File: src/design/tsc_pkg.sv
// Package: register map, field layout and carriers of the thermal supervisor control bank
package tsc_pkg;

    // ------------------------------------------------------------
    // Command bytes and reset values
    // ------------------------------------------------------------
    localparam logic [7:0] CMD_CONTROL = 8'h03;
    localparam logic [7:0] CMD_MASK = 8'h04;
    localparam logic [7:0] CMD_LHIGH = 8'h05;
    localparam logic [7:0] RST_CONTROL = 8'h80;
    localparam logic [7:0] RST_MASK = 8'h07;
    localparam logic [7:0] RST_LHIGH = 8'h3c;

    // ------------------------------------------------------------
    // Field positions
    // ------------------------------------------------------------
    localparam int CTL_IE = 7;
    localparam int CTL_LPM = 6;
    localparam int CTL_FQ_HI = 5;
    localparam int CTL_FQ_LO = 4;
    localparam int CTL_RES_HI = 3;
    localparam int CTL_RES_LO = 2;
    localparam int CTL_REINIT = 0;
    localparam int MSK_DIODE = 2;
    localparam int MSK_ROT = 1;
    localparam int MSK_LOT = 0;
    // Writable bits; reserved positions read as zero
    localparam logic [7:0] CTL_WMASK = 8'hfc;
    localparam logic [7:0] MSK_WMASK = 8'hff;

    // Cycles the start-of-sequence strobe trails the abort strobe
    localparam int RESTART_DLY = 1;

    // ------------------------------------------------------------
    // Carriers
    // ------------------------------------------------------------
    typedef struct packed {
        logic       wr;
        logic       rd;
        logic [7:0] cmd;
        logic [7:0] wdata;
    } tsc_req_s;

    typedef struct packed {
        logic lock_local_overtemp;
        logic lock_remote_overtemp;
        logic lock_shutdown;
        logic lock_warm_reinit;
    } tsc_lock_s;

    typedef struct packed {
        logic       global_interrupt_enable;
        logic       low_power_mode;
        logic [2:0] fault_queue_depth;
        logic [3:0] remote_adc_precision;
    } tsc_cfg_s;

endpackage

File: src/design/tsc_depth_dec.sv
// Decoders of the fault queue depth and remote precision codes
`timescale 1ns/10ps
module tsc_depth_dec (
    input wire logic [1:0] i_fq_code,   // Fault queue depth code
    input wire logic [1:0] i_res_code,  // Remote precision code
    output logic [2:0] o_depth,         // Consecutive faults needed
    output logic [3:0] o_bits           // Conversion width in bits
);
    always_comb begin
        unique case (i_fq_code)
            2'h0: o_depth = 3'h1;
            2'h1: o_depth = 3'h2;
            2'h2: o_depth = 3'h4;
            2'h3: o_depth = 3'h6;
        endcase
        o_bits = 4'h9 + {2'h0, i_res_code};
    end
endmodule // tsc_depth_dec

File: src/design/tsc_wr_dec.sv
// Command byte decoder for register accesses
`timescale 1ns/10ps
module tsc_wr_dec (
    input wire tsc_pkg::tsc_req_s i_req,  // Register request
    output logic o_wr_ctl,                // Write of control_settings
    output logic o_wr_msk,                // Write of event_enable_mask
    output logic o_wr_lhi,                // Write of local_high_limit
    output logic o_hit                    // Command is mapped
);
    always_comb begin
        o_wr_ctl = i_req.wr && (i_req.cmd == tsc_pkg::CMD_CONTROL);
        o_wr_msk = i_req.wr && (i_req.cmd == tsc_pkg::CMD_MASK);
        o_wr_lhi = i_req.wr && (i_req.cmd == tsc_pkg::CMD_LHIGH);
        o_hit = (i_req.cmd == tsc_pkg::CMD_CONTROL) ||
                (i_req.cmd == tsc_pkg::CMD_MASK) ||
                (i_req.cmd == tsc_pkg::CMD_LHIGH);
    end
endmodule // tsc_wr_dec

File: src/design/tsc_regs.sv
// Control register bank of the thermal supervisor
`timescale 1ns/10ps
module tsc_regs (
    input wire logic i_clk_sys,                 // System clock, 10 MHz
    input wire logic i_rst_n,                   // Sync reset, active low
    input wire tsc_pkg::tsc_req_s i_req,        // Command byte access
    input wire tsc_pkg::tsc_lock_s i_lock,      // Lock bits of the device
    output logic [7:0] o_rdata,                 // Read data, registered
    output logic o_rvalid,                      // Read answer strobe
    output tsc_pkg::tsc_cfg_s o_cfg,            // Decoded settings
    output logic [7:0] o_event_enable_mask,     // Effective event mask
    output logic signed [7:0] o_local_high_limit, // Local high limit
    output logic o_purge_all_queues,            // Purge every fault queue
    output logic o_purge_local_high_queue,      // Purge local high queue
    output logic o_adc_abort,                   // Abort and discard result
    output logic o_adc_restart,                 // Begin new sequence
    output logic o_warm_reinit                  // Reinit of all functions
);

    // ------------------------------------------------------------
    // State
    // ------------------------------------------------------------
    typedef struct packed {
        logic [7:0] ctl;
        logic [7:0] msk;
        logic [7:0] lhi;
        logic [7:0] rdata;
        logic rvalid;
        tsc_pkg::tsc_cfg_s cfg;
        logic [7:0] eff_msk;
        logic purge_all;
        logic purge_lhi;
        logic abort;
        logic restart;
        logic reinit;
    } tsc_state_s;

    tsc_state_s st_q;
    tsc_state_s st_d;
    logic wr_ctl;
    logic wr_msk;
    logic wr_lhi;
    logic hit;
    logic [2:0] depth;
    logic [3:0] bits;
    logic [7:0] ctl_eff;
    logic [7:0] msk_eff;
    logic do_reinit;
    logic [1:0] fq_code;
    logic [1:0] res_code;

    tsc_wr_dec u_dec (
        .i_req(i_req),
        .o_wr_ctl(wr_ctl),
        .o_wr_msk(wr_msk),
        .o_wr_lhi(wr_lhi),
        .o_hit(hit)
    );

    tsc_depth_dec u_depth (
        .i_fq_code(fq_code),
        .i_res_code(res_code),
        .o_depth(depth),
        .o_bits(bits)
    );

    // Reinit is refused while the warm-reinit lock holds
    assign do_reinit = wr_ctl && i_req.wdata[tsc_pkg::CTL_REINIT] &&
                       !i_lock.lock_warm_reinit;
    // Codes that the next edge stores; no loop through st_d
    assign fq_code = do_reinit ?
        tsc_pkg::RST_CONTROL[tsc_pkg::CTL_FQ_HI:tsc_pkg::CTL_FQ_LO] :
        wr_ctl ? i_req.wdata[tsc_pkg::CTL_FQ_HI:tsc_pkg::CTL_FQ_LO] :
        st_q.ctl[tsc_pkg::CTL_FQ_HI:tsc_pkg::CTL_FQ_LO];
    assign res_code = do_reinit ?
        tsc_pkg::RST_CONTROL[tsc_pkg::CTL_RES_HI:tsc_pkg::CTL_RES_LO] :
        wr_ctl ? i_req.wdata[tsc_pkg::CTL_RES_HI:tsc_pkg::CTL_RES_LO] :
        st_q.ctl[tsc_pkg::CTL_RES_HI:tsc_pkg::CTL_RES_LO];

    // ------------------------------------------------------------
    // Next state
    // ------------------------------------------------------------
    always_comb begin
        st_d = st_q;
        st_d.rvalid = 1'b0;
        st_d.purge_all = 1'b0;
        st_d.purge_lhi = 1'b0;
        st_d.abort = 1'b0;
        st_d.reinit = 1'b0;
        // Restart follows the abort once the write is done
        st_d.restart = st_q.abort;
        // Reserved bits are dropped on write
        if (wr_ctl) begin
            st_d.ctl = i_req.wdata & tsc_pkg::CTL_WMASK;
            st_d.purge_all = 1'b1;
            st_d.abort = 1'b1;
        end
        if (wr_msk) begin
            st_d.msk = i_req.wdata & tsc_pkg::MSK_WMASK;
        end
        if (wr_lhi) begin
            st_d.lhi = i_req.wdata;
            st_d.purge_lhi = 1'b1;
        end
        if (do_reinit) begin
            st_d.ctl = tsc_pkg::RST_CONTROL;
            st_d.msk = tsc_pkg::RST_MASK;
            st_d.lhi = tsc_pkg::RST_LHIGH;
            st_d.reinit = 1'b1;
        end
        // Lock forcing is applied to the stored bits
        ctl_eff = st_d.ctl;
        msk_eff = st_d.msk;
        if (i_lock.lock_local_overtemp) begin
            msk_eff[tsc_pkg::MSK_LOT] = 1'b1;
            ctl_eff[tsc_pkg::CTL_IE] = 1'b1;
        end
        if (i_lock.lock_remote_overtemp) begin
            msk_eff[tsc_pkg::MSK_ROT] = 1'b1;
            ctl_eff[tsc_pkg::CTL_IE] = 1'b1;
        end
        if (i_lock.lock_shutdown) begin
            ctl_eff[tsc_pkg::CTL_LPM] = 1'b0;
        end
        st_d.ctl = ctl_eff;
        st_d.msk = msk_eff;
        st_d.eff_msk = msk_eff;
        st_d.cfg.global_interrupt_enable = ctl_eff[tsc_pkg::CTL_IE];
        st_d.cfg.low_power_mode = ctl_eff[tsc_pkg::CTL_LPM];
        st_d.cfg.fault_queue_depth = depth;
        st_d.cfg.remote_adc_precision = bits;
        // Reads return current contents; unmapped reads give zero
        if (i_req.rd) begin
            st_d.rvalid = 1'b1;
            if (!hit) begin
                st_d.rdata = 8'h00;
            end else if (i_req.cmd == tsc_pkg::CMD_CONTROL) begin
                st_d.rdata = st_q.ctl;
            end else if (i_req.cmd == tsc_pkg::CMD_MASK) begin
                st_d.rdata = st_q.msk;
            end else begin
                st_d.rdata = st_q.lhi;
            end
        end
    end

    // ------------------------------------------------------------
    // Registers
    // ------------------------------------------------------------
    always_ff @(posedge i_clk_sys) begin
        if (!i_rst_n) begin
            st_q <= '0;
            st_q.ctl <= tsc_pkg::RST_CONTROL;
            st_q.msk <= tsc_pkg::RST_MASK;
            st_q.lhi <= tsc_pkg::RST_LHIGH;
            st_q.cfg.global_interrupt_enable <= 1'b1;
            st_q.cfg.fault_queue_depth <= 3'h1;
            st_q.cfg.remote_adc_precision <= 4'h9;
            st_q.eff_msk <= tsc_pkg::RST_MASK;
        end else begin
            st_q <= st_d;
        end
    end

    assign o_rdata = st_q.rdata;
    assign o_rvalid = st_q.rvalid;
    assign o_cfg = st_q.cfg;
    assign o_event_enable_mask = st_q.eff_msk;
    assign o_local_high_limit = st_q.lhi;
    assign o_purge_all_queues = st_q.purge_all;
    assign o_purge_local_high_queue = st_q.purge_lhi;
    assign o_adc_abort = st_q.abort;
    assign o_adc_restart = st_q.restart;
    assign o_warm_reinit = st_q.reinit;
endmodule // tsc_regs

File: config.mk
export PLATFORM = sky130hd
export DESIGN_NAME = tsc_regs
export DESIGN_NICKNAME = d
export VERILOG_FILES = /design/src/design/tsc_pkg.sv /design/src/design/tsc_depth_dec.sv /design/src/design/tsc_wr_dec.sv /design/src/design/tsc_regs.sv
export SDC_FILE = /design/constraint.sdc
export NUM_CORES = 1
export LEC_CHECK = 0
export ABC_AREA = 1
export BUFFER_PORTS_ARGS = -buffer_cell sky130_fd_sc_hd__buf_2
export CAP_MARGIN = 20
export CORE_MARGIN = 1.5
export CORE_UTILIZATION = 50
export CTS_CLUSTER_DIAMETER = 200
export DETAILED_ROUTE_END_ITERATION = 12
export HOLD_SLACK_MARGIN = 0.02
export PLACE_DENSITY_LB_ADDON = 0.08
export SLEW_MARGIN = 20
export SYNTH_ARGS = -nofsm -noshare
export SYNTH_HDL_FRONTEND = slang
export SYNTH_HIERARCHICAL = 1
export SYNTH_SLANG_ARGS = --single-unit
export TNS_END_PERCENT = 30
File: constraint.sdc
create_clock -name i_clk_sys -period 2.3 [get_ports i_clk_sys]
set_input_delay 0.46 -clock i_clk_sys [delete_from_list [all_inputs] [get_ports i_clk_sys]]
set_output_delay 0.46 -clock i_clk_sys [all_outputs]
set_load 0.05 [all_outputs]
==> metrics.csv, run 1 <==
metric,value,unit
Synth Warn #,6,
chip height,68.68,um
mean area per synthesized cell,7.072,um^2
ANT cells,0,
die area,4717,um^2
cell chain of the critical path,buf_2 > inv_1 > nand2_1 > nor2_2 > nand2_1 > nor2_1 > nand2_1 > nor2_4 > nor2_1 > ha_1 > nand2_1 > inv_1,
simple logic cell fraction of the synthesized area,0.2755,
total clock sinks,42,
Final ANT Viol Nets,0,
num rows,23,
endpoint class of the critical path,flip-flop,
Die Width,68.68,um
crit start category,input pin,
Initial Util,0.5279,
drt wl/cell,11.48,um
worst r2r src,st_q[50],
largest family of logic cells by synthesized area,simple AND/OR/NAND/NOR gates,
Max-Cap Viols,0,
clk_skew,0.002890,ns
syn nets,330,
status,"complete, no violations",
post-synth cell types,26,
placed cell count,378,
DP Area,2250,um^2
Via density,4.565,
hold path startpoint,i_lock[1],
mux cell area share after synthesis,0,
HP Class,input pin to flip-flop,
design area,2340,um^2
Post-Syn Area,2157,um^2
kind of critical path,input pin to flip-flop,
Port Buffer Count,62,
Placer Congestion,0.8044,
min cycle time layout,1.895,ns
critical path launch point,i_req[12],
final cell count without fillers,386,
Layout fillers,435,
CP max-delay cell,nor2_1,
CTS buffer count,5,
Layout area overhead,8.468,%
Fmax achieved,527.7,MHz
"commonest non-fill, non-tap cell in the layout",nand2_1,
DRC,0,
reg2reg setup slack,1.15,ns
area of the core,4086,um^2
global-route wire length before repair,7217,um
Synth Instances,305,
Worst IR Drop VDD,0.3667,mV
Synth Register Bits,42,
Yosys top cell area share,0.3898,
Fin Setup TNS,0,ns
initial antenna violation count,0,
initial drt markers,117,
"commonest non-fill, non-tap cells in the layout","63 x nand2_1, 62 x buf_2, 44 x inv_1",
Synth Area in Compound Gates,0.09513,
Worst path max stage delay,0.35,ns
largest net degree at the start of global routing,17,
first-pass detailed-route iteration total,4,
Final period util,0.8239,
Synth area leaders,"dfxtp_1 39%, buf_4 13%, nand2_1 11%",
total I/O pin count,63,
final core occ,0.5726,
post-CTS setup buffer count,0,
Crit path max-delay family,simple AND/OR/NAND/NOR gates,
Bufs on Longest Clock Path,2,
post_cts resized,0,
Synth Area in XOR/XNOR,0,
Critical Path RT,2.50,ns
DP HPWL,3371,um
CP Buf/Inv Count,3,
Pwr Density,551.8,nW/um^2
GRT Resource Usage Total,0.2060,
multi-input logic area,815.8,um^2
FF+latch area,840.8,um^2
hold buffer count at cts,0,
Final Max Tran Viols,0,
worst-skew pair later-pin latency,0.29,ns
Synth area leader,dfxtp_1,
sequential cell area fraction in the yosys report,0.3898,
CTS tree,done,
final setup vio count,0,
P_leak,0.001221,uW
adder-cell share of the synthesized area,0.005800,
H-tree Lvls,2,
GRT Residual Overflow,0,
final WL,4433,um
fin nets,360,
Root Driver,clkbuf_8,
vias post-DR,1762,
worst-path maximum fanout,6,
cell mode on critical path,nand2_1,
crit path DAT,2.09,ns
RSZ-0062 raised after global routing,false,
vias in the first global route,1606,
layout cell share with drive strength beyond 1,0.2768,
"Hold Violations, Final",0,
clock slew at reported path FFs,0.08,ns
## cells by family after synthesis
| family | Yosys count |
|---|---|
| compound gates | 34 |
| other cells | 1 |
| flops | 42 |
| simple gates | 135 |
| fa+ha+maj | 1 |
| buf+inv | 92 |
## final cells by class
type	instances	area share
repair buffers	67	0.1487
clock inverters	3	0.009091
well taps	50	0.02674
inverters	48	0.07807
multi-input cells	171	0.3487
flip-flops and latches	42	0.3594
clock buffers	5	0.02941
## cell usage after synthesis
| cell | instances |
|---|---|
| nand2_1 | 63 |
| o211ai_1 | 5 |
| nor3_1 | 2 |
| a21boi_0 | 6 |
| nor2_4 | 4 |
| nand3_1 | 14 |
| buf_6 | 2 |
| dfxtp_1 | 42 |
| nand3b_1 | 2 |
| nor2_1 | 40 |
| nand2_2 | 2 |
| o2111ai_1 | 1 |
| inv_4 | 1 |
| nand4_1 | 1 |
| nor2_2 | 3 |
| or2_2 | 3 |
| ha_1 | 1 |
| buf_2 | 2 |
| a21oi_2 | 1 |
| a21oi_1 | 21 |
| nand2_4 | 1 |
| clkbuf_1 | 4 |
| inv_2 | 3 |
| inv_1 | 44 |
| conb_1 | 1 |
| buf_4 | 36 |
## worst paths after layout
| path | cells past startpoint | endpoint |
|---|---|---|
| setup / recovery | 12 | o_cfg[1] |
| setup reg to reg | 7 | o_cfg[1] |
| hold reg to reg | 2 | o_adc_restart |
| hold / removal | 2 | st_q[53] |
## where the power goes
group / internal [uW] / total (uW) / switching [uW]
Combinational: 28.4 / 89.7 / 61.3
Sequential: 729 / 730 / 0.789
Clock: 213 / 471 / 258
Total: 971 / 1290 / 320
## routing by layer
layer | track usage | vias up | part of all wire
met5 | 0 | - | 0
met4 | 0.05000 | 0 | 0.011
met3 | 0.04708 | 9 | 0.073
met2 | 0.3173 | 62 | 0.42
met1 | 0.2903 | 739 | 0.50
li1 | - | 952 | -
## sequential cells by signal, indices dropped and copies added, names as in the netlist
signal,count
o_adc_abort,1
o_adc_restart,1
o_cfg,7
o_event_enable_mask,8
o_local_high_limit,8
o_purge_local_high_queue,1
o_rdata,8
o_rvalid,1
o_warm_reinit,1
st_q,6
## stage by stage
step / setup WS [ns] / hold slack (ns) / power (uW)
6_report: 0.4050 / 0.3182 / 1291
5_1_grt: 0.2037 / 0.3227 / 1343
2_1_floorplan: 0.5025 / 0.4430 / 804.3
4_1_cts: 0.4231 / 0.3205 / 1306
3_3_place_gp: 0.1831 / 0.4296 / 836.5
3_5_place_dp: 0.1420 / 0.4497 / 836.5
No activity file was read; power rests on OpenSTA's default activity.
==> run 2, diff against run 1 <==
Settings changed: CORE_UTILIZATION 50 to 46.
Clock period 2.3 ns to 1.68 ns, I/O delays scaled along.
==> run 2 against run 1 <==
Net effect:
- the run now ends with design-rule violations left
- critical endpoint unchanged
- global-route usage fell by 1.7 points
- largest cell class unchanged
- register-to-register slack got worse by 0.59 ns
- setup slack got worse by 0.28 ns
- design area rose by 5.0%
==> metrics.csv, run 2 (synthesis gave the netlist of run 1 again) <==
metric,value,unit,change
Final ANT Viol Nets,0,,unchanged
global-route wire length before repair,7472,um,+3.5%
Pwr Density,723.4,nW/um^2,+31%
largest net degree at the start of global routing,17,,unchanged
worst-skew pair later-pin latency,0.29,ns,about the same
Min Hold Slack,0.1980,ns,-0.1202 ns
clock slew at reported path FFs,0.08,ns,about the same
final WL,4585,um,+3.4%
HP Class,input pin to flip-flop,,
hold path depth,2,,unchanged
Worst Hold Path EP,st_q[53],,
cell mode on critical path,nand2_1,,
placed cell count,392,,+3.7%
ANT cells,0,,unchanged
worst-path maximum fanout,6,,unchanged
final setup vio count,0,,unchanged
drt wl/cell,11.43,um,-0.44%
Layout fillers,460,,+5.7%
Worst path max stage delay,0.29,ns,-0.06 ns
Via density,4.571,,+0.14%
vias post-DR,1833,,+4.0%
"Hold Violations, Final",0,,unchanged
hold buffer count at cts,0,,unchanged
first-pass detailed-route iteration total,10,,+6
status,finished with violations,,
total clock sinks,42,,unchanged
power consumption,1778,uW,+38%
Crit path max-delay family,simple AND/OR/NAND/NOR gates,,
Bufs on Longest Clock Path,2,,unchanged
Port Buffer Count,62,,unchanged
endpoint class of the critical path,flip-flop,,
crit start category,input pin,,
final core occ,0.5529,,-0.01964
Final period util,0.9263,,
final cell count without fillers,401,,+3.9%
layout cell share with drive strength beyond 1,0.3095,,+0.03267
Layout area overhead,13.92,%,
hold path startpoint,i_lock[1],,
fin nets,373,,+3.6%
Max-Cap Viols,0,,unchanged
reg2reg end,o_cfg[1],,
GRT Resource Usage Total,0.1891,,-0.01690
Root Driver,clkbuf_8,,
Die Width,71.48,um,+4.1%
die area,5109,um^2,+8.3%
total I/O pin count,63,,unchanged
CTS tree,done,,
area of the core,4444,um^2,+8.8%
CP max-delay cell,ha_1,,
worst r2r path cells,7,,unchanged
Worst IR Drop VDD,0.4117,mV,+12%
initial antenna violation count,0,,unchanged
Final Max Tran Viols,0,,unchanged
crit path DAT,1.75,ns,-0.34 ns
CP Buf/Inv Count,4,,+1
DRC,2,,+2
initial drt markers,76,,-35%
Initial Util,0.4854,,-0.04250
kind of critical path,input pin to flip-flop,,
"commonest non-fill, non-tap cells in the layout","62 x nand2_1, 62 x buf_2, 44 x inv_1",,
violated checks,design-rule violations,,
GRT Residual Overflow,0,,unchanged
CTS buffer count,5,,unchanged
worst r2r src,st_q[50],,
reg2reg setup slack,0.56,ns,-0.59 ns
Fmax achieved,642.6,MHz,
Placer Congestion,0.8252,,+2.6%
P_leak,0.001287,uW,+5.4%
chip height,71.48,um,+4.1%
vias in the first global route,1669,,+3.9%
H-tree Lvls,2,,unchanged
DP HPWL,3557,um,+5.5%
Critical Path RT,1.88,ns,-0.62 ns
cell chain of the critical path,buf_2 > inv_1 > nand2_1 > nor2_2 > nand2_1 > nor2_1 > buf_4 > nand2_2 > nor2_4 > nor2_2 > ha_1 > nand2_1 > inv_1,,
num rows,24,,+4.3%
clk_skew,0.002519,ns,-0.0003708 ns
min cycle time layout,1.556,ns,
==> run 2: final cells by class <==
cell class / count / area [um^2] / area share
clock buffer: 6 / 72.57 / 0.02953
clock inverter: 2 / 13.76 / 0.005601
inverter: 48 / 182.7 / 0.07434
multi-input combinational: 171 / 824.5 / 0.3355
sequential: 42 / 840.8 / 0.3422
tap: 52 / 65.06 / 0.02648
timing repair buffer: 80 / 457.9 / 0.1864
==> run 2: worst max-delay path by stage <==
stage,startpoint,end,cells after the start
5_1_grt,i_req[14],o_cfg[1],13
3_3_place_gp,i_req[13],o_cfg[1],13
6_report,i_req[14],o_cfg[1],13
3_5_place_dp,i_req[12],o_cfg[1],13
4_1_cts,i_req[12],o_cfg[1],13
2_1_floorplan,i_req[12],o_cfg[0],10
==> run 2: power by group <==
| group | internal (uW) | total, uW | switching (uW) |
|---|---|---|---|
| clock network | 293 | 639 | 346 |
| logic | 51.8 | 139 | 87.7 |
| registers | 998 | 999 | 1.05 |
==> run 2: stage by stage <==
stage	cell area [um^2]	setup slack [ns]	setup TNS, ns
after floorplan	2157	0.006481	0
after CTS	2441	0.1177	0
after detailed placement	2355	-0.1841	-0.6884
final	2457	0.1238	0
after global placement	2355	-0.1347	-0.4688
after global routing	2457	-0.003620	-0.003620
==> run 2: per-layer routing <==
metal	track usage	wire [um]	vias to the layer above
li1	-	-	975
met1	0.2595	2243	806
met2	0.3001	2020	47
met3	0.04641	271	5
met4	0.05031	50	0
met5	0	0	-
==> run 2: repair_timing <==
action / 4_1_cts / 5_1_grt
endpoints found under the setup margin: 0 / 1
gates resized for setup: 0 / 3
buffers inserted: 0 / 1
